$ cat config.mk
export PLATFORM = sky130hd
export DESIGN_NAME = icd_top
export DESIGN_NICKNAME = d
export VERILOG_FILES = /design/src/rtl/icd_pkg.sv /design/src/rtl/icd_uart_tx.sv /design/src/rtl/icd_top.sv
export VERILOG_INCLUDE_DIRS = /design/src /design/src/rtl
export SDC_FILE = /design/constraint.sdc
export NUM_CORES = 1
export LEC_CHECK = 0
export BUFFER_PORTS_ARGS = -buffer_cell sky130_fd_sc_hd__buf_2
export CAP_MARGIN = 5
export CELL_PAD_IN_SITES_DETAIL_PLACEMENT = 1
export CELL_PAD_IN_SITES_GLOBAL_PLACEMENT = 1
export CORE_UTILIZATION = 50
export CTS_CLUSTER_SIZE = 40
export DETAILED_ROUTE_END_ITERATION = 10
export GPL_TIMING_DRIVEN = 1
export HOLD_SLACK_MARGIN = 0.08
export PLACE_DENSITY = 0.83
export SYNTH_ARGS = -nofsm -noshare
export SYNTH_HDL_FRONTEND = slang
export SYNTH_SLANG_ARGS = --single-unit
$ cat constraint.sdc
create_clock -name MCLK_I -period 11.6 [get_ports MCLK_I]
set_input_delay 1.16 -clock MCLK_I [delete_from_list [all_inputs] [get_ports MCLK_I]]
set_output_delay 1.16 -clock MCLK_I [all_outputs]
set_load 0.03 [all_outputs]
$ cat src/rtl/icd_regs.svh
`ifndef ICD_REGS_SVH
`define ICD_REGS_SVH
// ----------------------------------------
// clock and serial rate
// ----------------------------------------
`define ICD_CLK_HZ 50000000
`define ICD_BAUD 9600
`define ICD_BAUD_CYC (`ICD_CLK_HZ / `ICD_BAUD)
// ----------------------------------------
// frequency measurement
// ----------------------------------------
`define ICD_GATE_MS 100
`define ICD_GATE_CYC ((`ICD_CLK_HZ / 1000) * `ICD_GATE_MS)
`define ICD_DROP_HZ 130
`define ICD_DROP_CNT 16'((`ICD_DROP_HZ * `ICD_GATE_MS) / 1000)
`define ICD_SETPT_CNT 16'h0003
`define ICD_DEAD_CNT 16'h0064
// ----------------------------------------
// timers in seconds
// ----------------------------------------
`define ICD_SEC_CYC `ICD_CLK_HZ
`define ICD_HOLD_S 8'h3C
`define ICD_HEAT_MAX_S 8'h19
`define ICD_EXTRA_S 8'h02
`define ICD_COOL_S 8'h03
// ----------------------------------------
// report string
// ----------------------------------------
`define ICD_RPT_CHARS 5'h18
`define ICD_ASCII_0 8'h30
`define ICD_ASCII_A 8'h37
`endif

$ cat src/rtl/icd_pkg.sv
`default_nettype none
package icd_pkg;
   timeunit 1ns;
   timeprecision 1ps;
   typedef enum logic [1:0] {ST_MON, ST_HEAT, ST_EXTRA, ST_COOL} icd_state_t;
   // report snapshot: 12 bytes, sent as 24 hex characters, msb first
   typedef struct packed {
      logic [7:0] heater;
      logic [7:0] ice;
      logic [7:0] fail;
      logic [7:0] errs;
      logic [15:0] freq;
      logic [15:0] ref_cnt;
      logic [15:0] ice_cnt;
      logic [7:0] hold_s;
      logic [7:0] state;
   } icd_rpt_t;
   typedef struct packed {
      logic drive_o;
      logic oe_o;
   } icd_od_t;
endpackage : icd_pkg
`default_nettype wire

$ cat src/rtl/icd_uart_tx.sv
`default_nettype none
module icd_uart_tx #(
   parameter int BAUD_CYC = 5208
) (
   // clock and reset
   input wire logic clk_i,
   input wire logic rst_n_i,
   // character in
   input wire logic [7:0] data_i,
   input wire logic valid_i,
   output logic ready_o,
   // line
   output logic txd_o
);
   timeunit 1ns;
   timeprecision 1ps;
   logic [31:0] cnt_r;
   logic [3:0] bit_r;
   logic [9:0] sh_r;
   wire busy = (bit_r != 4'h0);
   wire tick = (cnt_r == 32'(BAUD_CYC - 1));
   assign ready_o = !busy;
   // frame: start 0, eight data lsb first, stop 1, no parity
   always_ff @(posedge clk_i or negedge rst_n_i) begin
      if (!rst_n_i) begin
         cnt_r <= 32'h0;
         bit_r <= 4'h0;
         sh_r <= 10'h3FF;
      end else if (!busy) begin
         cnt_r <= 32'h0;
         if (valid_i) begin
            sh_r <= {1'b1, data_i, 1'b0};
            bit_r <= 4'hA;
         end
      end else if (tick) begin
         cnt_r <= 32'h0;
         sh_r <= {1'b1, sh_r[9:1]};
         bit_r <= bit_r - 4'h1;
      end else begin
         cnt_r <= cnt_r + 32'h1;
      end
   end
   assign txd_o = sh_r[0];
endmodule : icd_uart_tx
`default_nettype wire

$ cat src/rtl/icd_top.sv
`include "icd_regs.svh"
`default_nettype none
module icd_top #(
   parameter int GATE_CYC = `ICD_GATE_CYC,
   parameter int SEC_CYC = `ICD_SEC_CYC,
   parameter int BAUD_CYC = `ICD_BAUD_CYC
) (
   // clock and reset
   input wire logic MCLK_I,
   input wire logic RST_B_I,
   // probe and supply monitor
   input wire logic PROBE_OSC_I,
   input wire logic PWR_FAULT_I,
   input wire logic PWR_INTR_I,
   // heater
   output logic HEATER_O,
   // open-drain discrete lines
   output logic ICE_O,
   output logic ICE_OE_O,
   output logic STAT_O,
   output logic STAT_OE_O,
   // serial report
   output logic TXD_O
);
   timeunit 1ns;
   timeprecision 1ps;
   // ----------------------------------------
   // reset release and input synchronisers
   // ----------------------------------------
   logic [1:0] rst_q;
   wire rst_n = rst_q[1];
   always_ff @(posedge MCLK_I or negedge RST_B_I) begin
      if (!RST_B_I) rst_q <= 2'b00;
      else rst_q <= {rst_q[0], 1'b1};
   end

   logic [2:0] osc_q, flt_q, int_q;
   logic osc_r, flt_r, int_r;
   always_ff @(posedge MCLK_I or negedge rst_n) begin
      if (!rst_n) begin
         osc_q <= 3'h0;
         flt_q <= 3'h0;
         int_q <= 3'h0;
         osc_r <= 1'b0;
         flt_r <= 1'b0;
         int_r <= 1'b0;
      end else begin
         osc_q <= {osc_q[1:0], PROBE_OSC_I};
         flt_q <= {flt_q[1:0], PWR_FAULT_I};
         int_q <= {int_q[1:0], PWR_INTR_I};
         if (osc_q[1] == osc_q[2]) osc_r <= osc_q[2];
         if (flt_q[1] == flt_q[2]) flt_r <= flt_q[2];
         if (int_q[1] == int_q[2]) int_r <= int_q[2];
      end
   end

   // halted logic keeps its counters, timers and state while heater_r clears and a character in flight completes, so status survives an interruption
   wire run = !flt_r && !int_r;

   // ----------------------------------------
   // gate and one-second enables
   // ----------------------------------------
   logic [31:0] gate_r, sec_r;
   wire gate_end = run && (gate_r == 32'(GATE_CYC - 1));
   wire sec_en = run && (sec_r == 32'(SEC_CYC - 1));
   always_ff @(posedge MCLK_I or negedge rst_n) begin
      if (!rst_n) begin
         gate_r <= 32'h0;
         sec_r <= 32'h0;
      end else if (run) begin
         gate_r <= gate_end ? 32'h0 : gate_r + 32'h1;
         sec_r <= sec_en ? 32'h0 : sec_r + 32'h1;
      end
   end

   // ----------------------------------------
   // frequency count and reference
   // ----------------------------------------
   logic osc_d_r;
   logic [15:0] cnt_r, meas_r, ref_r;
   logic ref_ok_r, meas_v_r, dead_r;
   wire osc_rise = osc_r && !osc_d_r;
   always_ff @(posedge MCLK_I or negedge rst_n) begin
      if (!rst_n) begin
         osc_d_r <= 1'b0;
         cnt_r <= 16'h0;
         meas_r <= 16'h0;
         meas_v_r <= 1'b0;
      end else begin
         osc_d_r <= osc_r;
         meas_v_r <= gate_end;
         if (gate_end) begin
            meas_r <= cnt_r;
            cnt_r <= 16'(osc_rise);
         end else if (run && osc_rise && cnt_r != 16'hFFFF) begin
            cnt_r <= cnt_r + 16'h1;
         end
      end
   end

   icd_pkg::icd_state_t st_r, st_nxt;
   wire [15:0] drop = ref_r - meas_r;
   wire below = ref_ok_r && (meas_r < ref_r);
   // a dead probe reads as a failure, never as ice
   wire ice_evt = meas_v_r && (st_r == icd_pkg::ST_MON) && below
                  && (drop >= `ICD_DROP_CNT) && (meas_r >= `ICD_DEAD_CNT);
   wire at_setpt = meas_v_r && (meas_r + `ICD_SETPT_CNT >= ref_r);

   // ice-free reference follows the highest reading seen while monitoring
   always_ff @(posedge MCLK_I or negedge rst_n) begin
      if (!rst_n) begin
         ref_r <= 16'h0;
         ref_ok_r <= 1'b0;
         dead_r <= 1'b0;
      end else if (meas_v_r) begin
         dead_r <= (meas_r < `ICD_DEAD_CNT);
         if (st_r == icd_pkg::ST_MON && (!ref_ok_r || meas_r > ref_r)
             && meas_r >= `ICD_DEAD_CNT) begin
            ref_r <= meas_r;
            ref_ok_r <= 1'b1;
         end
      end
   end

   // ----------------------------------------
   // de-icing sequence
   // ----------------------------------------
   logic [7:0] heat_s_r, wait_s_r;
   logic heat_to_r;
   wire heat_cap = (heat_s_r >= `ICD_HEAT_MAX_S - 8'h1) && sec_en;
   always_comb begin
      st_nxt = st_r;
      unique case (st_r)
         icd_pkg::ST_MON: if (ice_evt) st_nxt = icd_pkg::ST_HEAT;
         icd_pkg::ST_HEAT: begin
            if (heat_cap) st_nxt = icd_pkg::ST_COOL;
            else if (at_setpt) st_nxt = icd_pkg::ST_EXTRA;
         end
         icd_pkg::ST_EXTRA: begin
            if (heat_cap) st_nxt = icd_pkg::ST_COOL;
            else if (sec_en && wait_s_r >= `ICD_EXTRA_S - 8'h1)
               st_nxt = icd_pkg::ST_COOL;
         end
         icd_pkg::ST_COOL: begin
            if (sec_en && wait_s_r >= `ICD_COOL_S - 8'h1)
               st_nxt = icd_pkg::ST_MON;
         end
      endcase
   end

   always_ff @(posedge MCLK_I or negedge rst_n) begin
      if (!rst_n) begin
         st_r <= icd_pkg::ST_MON;
         heat_s_r <= 8'h0;
         wait_s_r <= 8'h0;
         heat_to_r <= 1'b0;
      end else if (run) begin
         st_r <= st_nxt;
         if (st_r == icd_pkg::ST_MON) heat_s_r <= 8'h0;
         else if (sec_en && st_r != icd_pkg::ST_COOL) heat_s_r <= heat_s_r + 8'h1;
         if (st_nxt != st_r) wait_s_r <= 8'h0;
         else if (sec_en) wait_s_r <= wait_s_r + 8'h1;
         if (heat_cap && st_r == icd_pkg::ST_HEAT) heat_to_r <= 1'b1;
         else if (st_r == icd_pkg::ST_HEAT && at_setpt) heat_to_r <= 1'b0;
      end
   end

   logic heater_r;
   always_ff @(posedge MCLK_I or negedge rst_n) begin
      if (!rst_n) heater_r <= 1'b0;
      else heater_r <= run && (st_nxt == icd_pkg::ST_HEAT || st_nxt == icd_pkg::ST_EXTRA);
   end
   assign HEATER_O = heater_r;

   // ----------------------------------------
   // ice hold timer
   // ----------------------------------------
   // resolution is the shared one-second enable, so the hold ends up to 1 s early
   logic [7:0] hold_r;
   logic [15:0] ice_cnt_r;
   always_ff @(posedge MCLK_I or negedge rst_n) begin
      if (!rst_n) begin
         hold_r <= 8'h0;
         ice_cnt_r <= 16'h0;
      end else if (ice_evt) begin
         hold_r <= `ICD_HOLD_S;
         ice_cnt_r <= ice_cnt_r + 16'h1;
      end else if (sec_en && hold_r != 8'h0) begin
         hold_r <= hold_r - 8'h1;
      end
   end
   wire ice_on = (hold_r != 8'h0);
   wire fail = flt_r || dead_r;

   // ----------------------------------------
   // discrete lines
   // ----------------------------------------
   logic ice_oe_r, stat_oe_r;
   always_ff @(posedge MCLK_I or negedge rst_n) begin
      if (!rst_n) begin
         ice_oe_r <= 1'b0;
         stat_oe_r <= 1'b0;
      end else begin
         ice_oe_r <= ice_on;
         stat_oe_r <= !fail;
      end
   end
   assign ICE_O = 1'b0;
   assign ICE_OE_O = ice_oe_r;
   assign STAT_O = 1'b0;
   assign STAT_OE_O = stat_oe_r;

   // ----------------------------------------
   // serial report
   // ----------------------------------------
   icd_pkg::icd_rpt_t snap_r, snap_nxt;
   logic [4:0] chr_r;
   logic sending_r;
   logic tx_ready;
   always_comb begin
      snap_nxt.heater = {7'h0, heater_r};
      snap_nxt.ice = {7'h0, ice_on};
      snap_nxt.fail = {7'h0, fail};
      snap_nxt.errs = {5'h0, heat_to_r, dead_r, flt_r};
      snap_nxt.freq = meas_r;
      snap_nxt.ref_cnt = ref_r;
      snap_nxt.ice_cnt = ice_cnt_r;
      snap_nxt.hold_s = hold_r;
      snap_nxt.state = {6'h0, st_r};
   end
   wire [95:0] snap_bits = snap_r;
   wire [6:0] nib_lo = 7'(({2'b0, `ICD_RPT_CHARS} - 7'h1 - {2'b0, chr_r}) * 7'h4);
   wire [3:0] nib = snap_bits[nib_lo +: 4];
   wire [7:0] chr = (nib < 4'hA) ? `ICD_ASCII_0 + {4'h0, nib}
                                 : `ICD_ASCII_A + {4'h0, nib};
   // no new character starts while halted; a character in flight completes
   wire tx_valid = sending_r && run;
   always_ff @(posedge MCLK_I or negedge rst_n) begin
      if (!rst_n) begin
         snap_r <= '0;
         chr_r <= 5'h0;
         sending_r <= 1'b0;
      end else if (!sending_r) begin
         if (sec_en) begin
            snap_r <= snap_nxt;
            chr_r <= 5'h0;
            sending_r <= 1'b1;
         end
      end else if (tx_valid && tx_ready) begin
         if (chr_r == `ICD_RPT_CHARS - 5'h1) sending_r <= 1'b0;
         chr_r <= chr_r + 5'h1;
      end
   end

   icd_uart_tx #(
      .BAUD_CYC(BAUD_CYC)
   ) u_tx (
      .clk_i(MCLK_I),
      .rst_n_i(rst_n),
      .data_i(chr),
      .valid_i(tx_valid),
      .ready_o(tx_ready),
      .txd_o(TXD_O)
   );
endmodule : icd_top
`default_nettype wire

# Word-level counts from Yosys, hierarchy flattened

Index checks and enable logic that the tools add are counted.

Flip-flop bits (word level): 292
Bits in latches: 0
Bits in writable memories: 0
Bits in read-only memories: 0
Word-level logic and storage cells: 168
Memories kept: 0

$add $sub $neg: 15
$mul: 0
Div/mod/pow operators: 0
$lt $le $gt $ge: 10
Eq/ne operators: 17
Shifts and indexed selects: 1
Multiplexer cells: 35
Bitwise gates (word level): 1
Reductions and logical operators: 50

Operator list:

| kind                    | count |
|---|---|
| $mux W32                | 4 |
| $add A32 B1 Y32 const B | 3 |
| $shiftx A96 B8 Y4       | 1 |
| $mux W8                 | 6 |
| $add A16 B1 Y16 const B | 2 |
| $eq A32 B13 Y1 const B  | 1 |
| $eq A32 B23 Y1 const B  | 1 |
| $eq A32 B26 Y1 const B  | 1 |
| $mux W16                | 2 |
| $mux W10                | 3 |
| $logic_and A1 B1 Y1     | 24 |
| $add A16 B2 Y16 const B | 1 |
| $add A8 B1 Y8 const B   | 2 |
| $ge A16 B16 Y1          | 1 |
| $ge A16 B4 Y1 const B   | 1 |
| $ge A16 B7 Y1 const B   | 1 |
| $gt A16 B16 Y1          | 1 |
| $lt A16 B16 Y1          | 1 |
| $lt A16 B7 Y1 const B   | 1 |
| $ne A16 B16 Y1 const B  | 1 |
| $sub A16 B16 Y16        | 1 |
| $mux W5                 | 3 |
| $add A6 B4 Y7 const A   | 2 |
| $reduce_and A2 Y1       | 7 |
| 27 further kinds        | 58 |

# Logic depth before layout (Yosys ltp)

Depth in word-level cells: 10
Mapped depth: 15

# Cells and area by module

Synthesis repeated with hierarchy kept, for this count alone.

Cells, all modules: 1597
Area, all modules: 15325.9 µm²

Modules (own cells, without submodules):

| module      | instances | cells an instance | area each (µm²) | seq. area each (µm²) |
|---|---|---|---|---|
| icd_top     | 1         | 1353              | 12864.8         | 6155.9 |
| icd_uart_tx | 1         | 244               | 2461.1          | 1137.3 |

# Least setup slack after synthesis

No wires, ideal clock.

Path kind: reg2reg
Start: reg meas_r[5]
End: reg wait_s_r[4]
Library setup time: 0.064 ns
Data arrival time: 3.176 ns
Data required time: 11.536 ns
Slack: 8.359 ns
Stages on the path, launching flop included: 16
Period minus slack after synthesis: 3.241 ns
Cell sequence: dfrtp_1 > and3_1 > and3_1 > nand3_1 > nor3_1 > nand3_1 > xnor2_1 > ha_1 > nand3_1 > a21boi_0 > o21ai_0 > o211ai_1 > o311a_1 > or4_1 > a21oi_1 > a21o_1

Cells in the longest elaborated chain, start to end: 10
Elaborated cells on any way between the ends: 19
Classes of those cells: add/sub: 2; order compare: 4; eq/ne: 1; mux: 5; reduce/logical: 7

Ends and longest elaborated chain:

| what                                                                    | line           | RTL |
|---|---|---|
| start: declaration                                                      | icd_top.sv:80  | `logic [15:0] cnt_r, meas_r, ref_r;` |
| start signal: assignment                                                | icd_top.sv:93  | `meas_r <= cnt_r;` |
| parallel branches: the longest is 6 deep, another holds $add A16 B2 Y16 | n/a            |  |
| $pmux W2 S4 (*)                                                         | icd_top.sv:133 | `unique case (st_r)` |
| $ne A2 B2 Y1 (*)                                                        | icd_top.sv:161 | `if (st_nxt != st_r) wait_s_r <= 8'h0;` |
| $reduce_bool A2 Y1 (no source line)                                     | n/a            |  |
| $reduce_and A2 Y1 (no source line)                                      | n/a            |  |
| end signal: assignment                                                  | icd_top.sv:162 | `else if (sec_en) wait_s_r <= wait_s_r + 8'h1;` |
| end: declaration                                                        | icd_top.sv:128 | `logic [7:0] heat_s_r, wait_s_r;` |

Every way passes the cells marked *.
A chain may end at the register's enable or synchronous reset.

# Worst setup path after layout

Start: reg meas_r[5]
End: reg wait_s_r[6]

The elaborated chain is that of the path after synthesis.

==> reports/results.ini <==
[worst_setup_path]
worst_setup_path_end_kind=flop
cp_cell_sequence=and3_1 -> and3_1 -> nand3_1 -> nor3_1 -> nand3_1 -> xnor2_1 -> ha_1 -> nand3_1 -> a21boi_0 -> o21ai_0 -> o211ai_1 -> o311ai_0 -> o211ai_1 -> o21ai_0 -> a31o_2
critPathKind=reg -> reg
critPathArrivalTime_ns=4.54
regToRegStartpoint=meas_r[5]
max_stage_delay_ns=0.78
cp-start-kind=flop
cp_data_required_time_ns=12.11
timing.rr.end=wait_s_r[6]
critPathMaxFanout=6
cp_common_cell=nand3_1
r2r_cells=15
rrSetupSlack_ns=7.57
timing.critical_path.from=meas_r[5]
crit_path_top_delay_cell=o311ai_0

[min_path]
hold_start=osc_q[0]
hp-class=reg -> reg
whs_endpoint=osc_q[1]
hold_path_depth=0

[cells_and_area]
area_delta_synth_final_pct=9.64
drive_above_1_share=0.0784
fin_nets=1625
n_antenna_cell=0

[drt]
avgViaCountPerCell=5.82
wl_per_cell_um=19.0
wl_um=37600
drtIter0Drc=752
drc_errors=0
vias=11500
dr.pass1.iters=5
ant_nets=0

[timing]
setup_ws_ns=7.57
skew_ns=0.0100
final-setup-viol-count=0
finalCritPeriodShare=0.348
worst_pin_slew_ns=0.998
final-hold-violation-count=0
fin_setup_tns_ns=0
slew_violations=0
fin_crit_ns=4.03
fmax_ghz=0.248
rsz0062_at_grt=no
relSlewSlack=0.317

[logic_synthesis]
synth_cell_types=89
syn_area_mm2=0.0149
synthFlopType=dfrtp_1
ys_top_cells_by_area=dfrtp_1, nand2_1, xnor2_1
ys_seq_elements=291
yosysWarnings=0
synth_top_area_cell=dfrtp_1
synth_edf_count=0
async_flop_share=1.00
synth.most_common_cell=dfrtp_1
synth_area_per_cell_um2=9.51
netlist.area_leader.share=0.473
post_synth_most_frequent_cells=dfrtp_1, nand2_1, nor2_1, o21ai_0, xnor2_1
synth_seq_area_share=0.489
syn_inst=1569

[cts]
numCtsBuffers=31
clk_pin_slew_ns=0.06
root_buffer=clkbuf_16
postCtsHoldBufs=0
post_cts_buffers=0
htreeDepth=1
cts.path.max_buffers=3
insertion_delay_ns=0.57
cts_tree=yes
post_cts_resized=0
clock-sinks=291

[placement]
place_ws_ns=7.62
io_buffers=8
place_congestion=0.851
dp_hpwl_um=26300

[die]
fp.dieW_um=175
start_util=0.515
fp.coreArea_mm2=0.0290
ioPinCount=11
dieHeight_um=175
die-area_mm2=0.0306
rows=62

[run_status]
status=finished, final reports clean

[pwr]
powerDensity_mw_per_mm2=133
switchingPower_uw=497
ir_worst_vdd_mv=0.122
seq_power_share=0.494
swShare=0.229
cellLeakagePower_nw=7.33
pwr-share-comb=0.036
p_int_mw=1.68
power.clock.fraction=0.471

[global_routing]
grt_pass1_vias=12500
groute.usage.overall=0.257
antenna_found_initial=0
grt.overflow.total=0
grt_pass1_wl_um=63900
grt_max_degree=100

[job]
max-cap-violations=0

==> logic make-up after synthesis <==
kind of cell / after synthesis / share of synthesized area
adders and majority gates: 55 / 0.0460
other: 2 / 0.000503
and+or+nand+nor: 688 / 0.215
DFF: 291 / 0.489
xor gates and xnor gates: 138 / 0.0810
muxes: 28 / 0.0318
buffers and inverters: 123 / 0.0340
AOI/OAI and AO/OA: 244 / 0.103
==> state kept, by name, summed over array words and instances, names as in the netlist, 8 cells and up <==
register,cells
snap_bits,64
gate_r,32
sec_r,32
u_tx.cnt_r,32
cnt_r,16
ice_cnt_r,16
meas_r,16
ref_r,16
u_tx.sh_r,9
heat_s_r,8
hold_r,8
wait_s_r,8
==> routing by layer <==
layer / global-route usage / vias to the layer above / part of all wire
met2: 0.445 / 138 / 0.50
met4: 0.0851 / 0 / 0.029
met3: 0.0281 / 72 / 0.025
met1: 0.337 / 5904 / 0.45
li1: - / 5403 / -
met5: 0 / - / 0
==> power groups by stage <==
stage | Combinational (mW) | Sequential (mW) | Clock [mW]
6_report | 0.0773 | 1.07 | 1.02
2_1_floorplan | 0.0487 | 1.09 | 0
5_1_grt | 0.0898 | 1.08 | 1.08
3_3_place_gp | 0.0737 | 1.09 | 0
4_1_cts | 0.0796 | 1.07 | 1.04
3_5_place_dp | 0.0792 | 1.09 | 0
==> how the worst max path moves through the flow <==
stage | endpoint | slack (ns) | cells after the start
2_1_floorplan | HEATER_O | 2.91 | 0
3_3_place_gp | wait_s_r[6] | 7.89 | 14
3_5_place_dp | wait_s_r[6] | 7.62 | 14
4_1_cts | wait_s_r[6] | 7.61 | 15
5_1_grt | wait_s_r[6] | 7.26 | 15
6_report | wait_s_r[6] | 7.57 | 15
==> cell usage in the layout (no fill, tap or decap), drive strengths merged, types with 8 or more instances in the layout <==
master	count
a211oi	9
xnor2	73
dfrtp	282
mux4	15
nor4b	8
buf	22
and3	29
nand2b	10
nor4	20
nand2	277
inv	68
a21o	10
and2	11
nand4	36
dfstp	9
nor3	24
or3	16
xor2	65
and4	10
clkbuf	46
ha	50
nor2	153
nand3	69
a21oi	37
o21ai	120
==> cell type report <==
class / count / area [µm²]
Clock buffer: 46 / 872
Clock inverter: 12 / 169
Tap cell: 384 / 480
Fill cell: 3306 / 12600
Multi-Input combinational cell: 1156 / 7150
Timing Repair Buffer: 22 / 145
Sequential cell: 291 / 7300
Inverter: 67 / 251
==> per-stage QoR <==
| stage | area, µm² | power [mW] | util | instances | hold WS [ns] |
|---|---|---|---|---|---|
| after floorplan | 14900 | 1.14 | - | 1570 | 0.331 |
| after global placement | 15300 | 1.16 | 0.528 | 1920 | 0.334 |
| after detailed placement | 15300 | 1.17 | 0.528 | 1920 | 0.340 |
| after CTS | 16400 | 2.19 | 0.564 | 1978 | 0.351 |
| after global routing | 16400 | 2.24 | 0.564 | 1978 | 0.358 |
| final | 16400 | 2.17 | 0.564 | 1978 | 0.352 |
==> critical path: cells and delay by family (launching register included) <==
kind / cells / cell delay, ns
AO/OA/AOI/OAI: 7 / 1.80
AND/OR/NAND/NOR: 6 / 1.27
flip-flops: 1 / 0.42
adder cells (fa/ha/maj): 1 / 0.31
XOR/XNOR: 1 / 0.16
No activity file was read; power rests on OpenSTA's default activity.
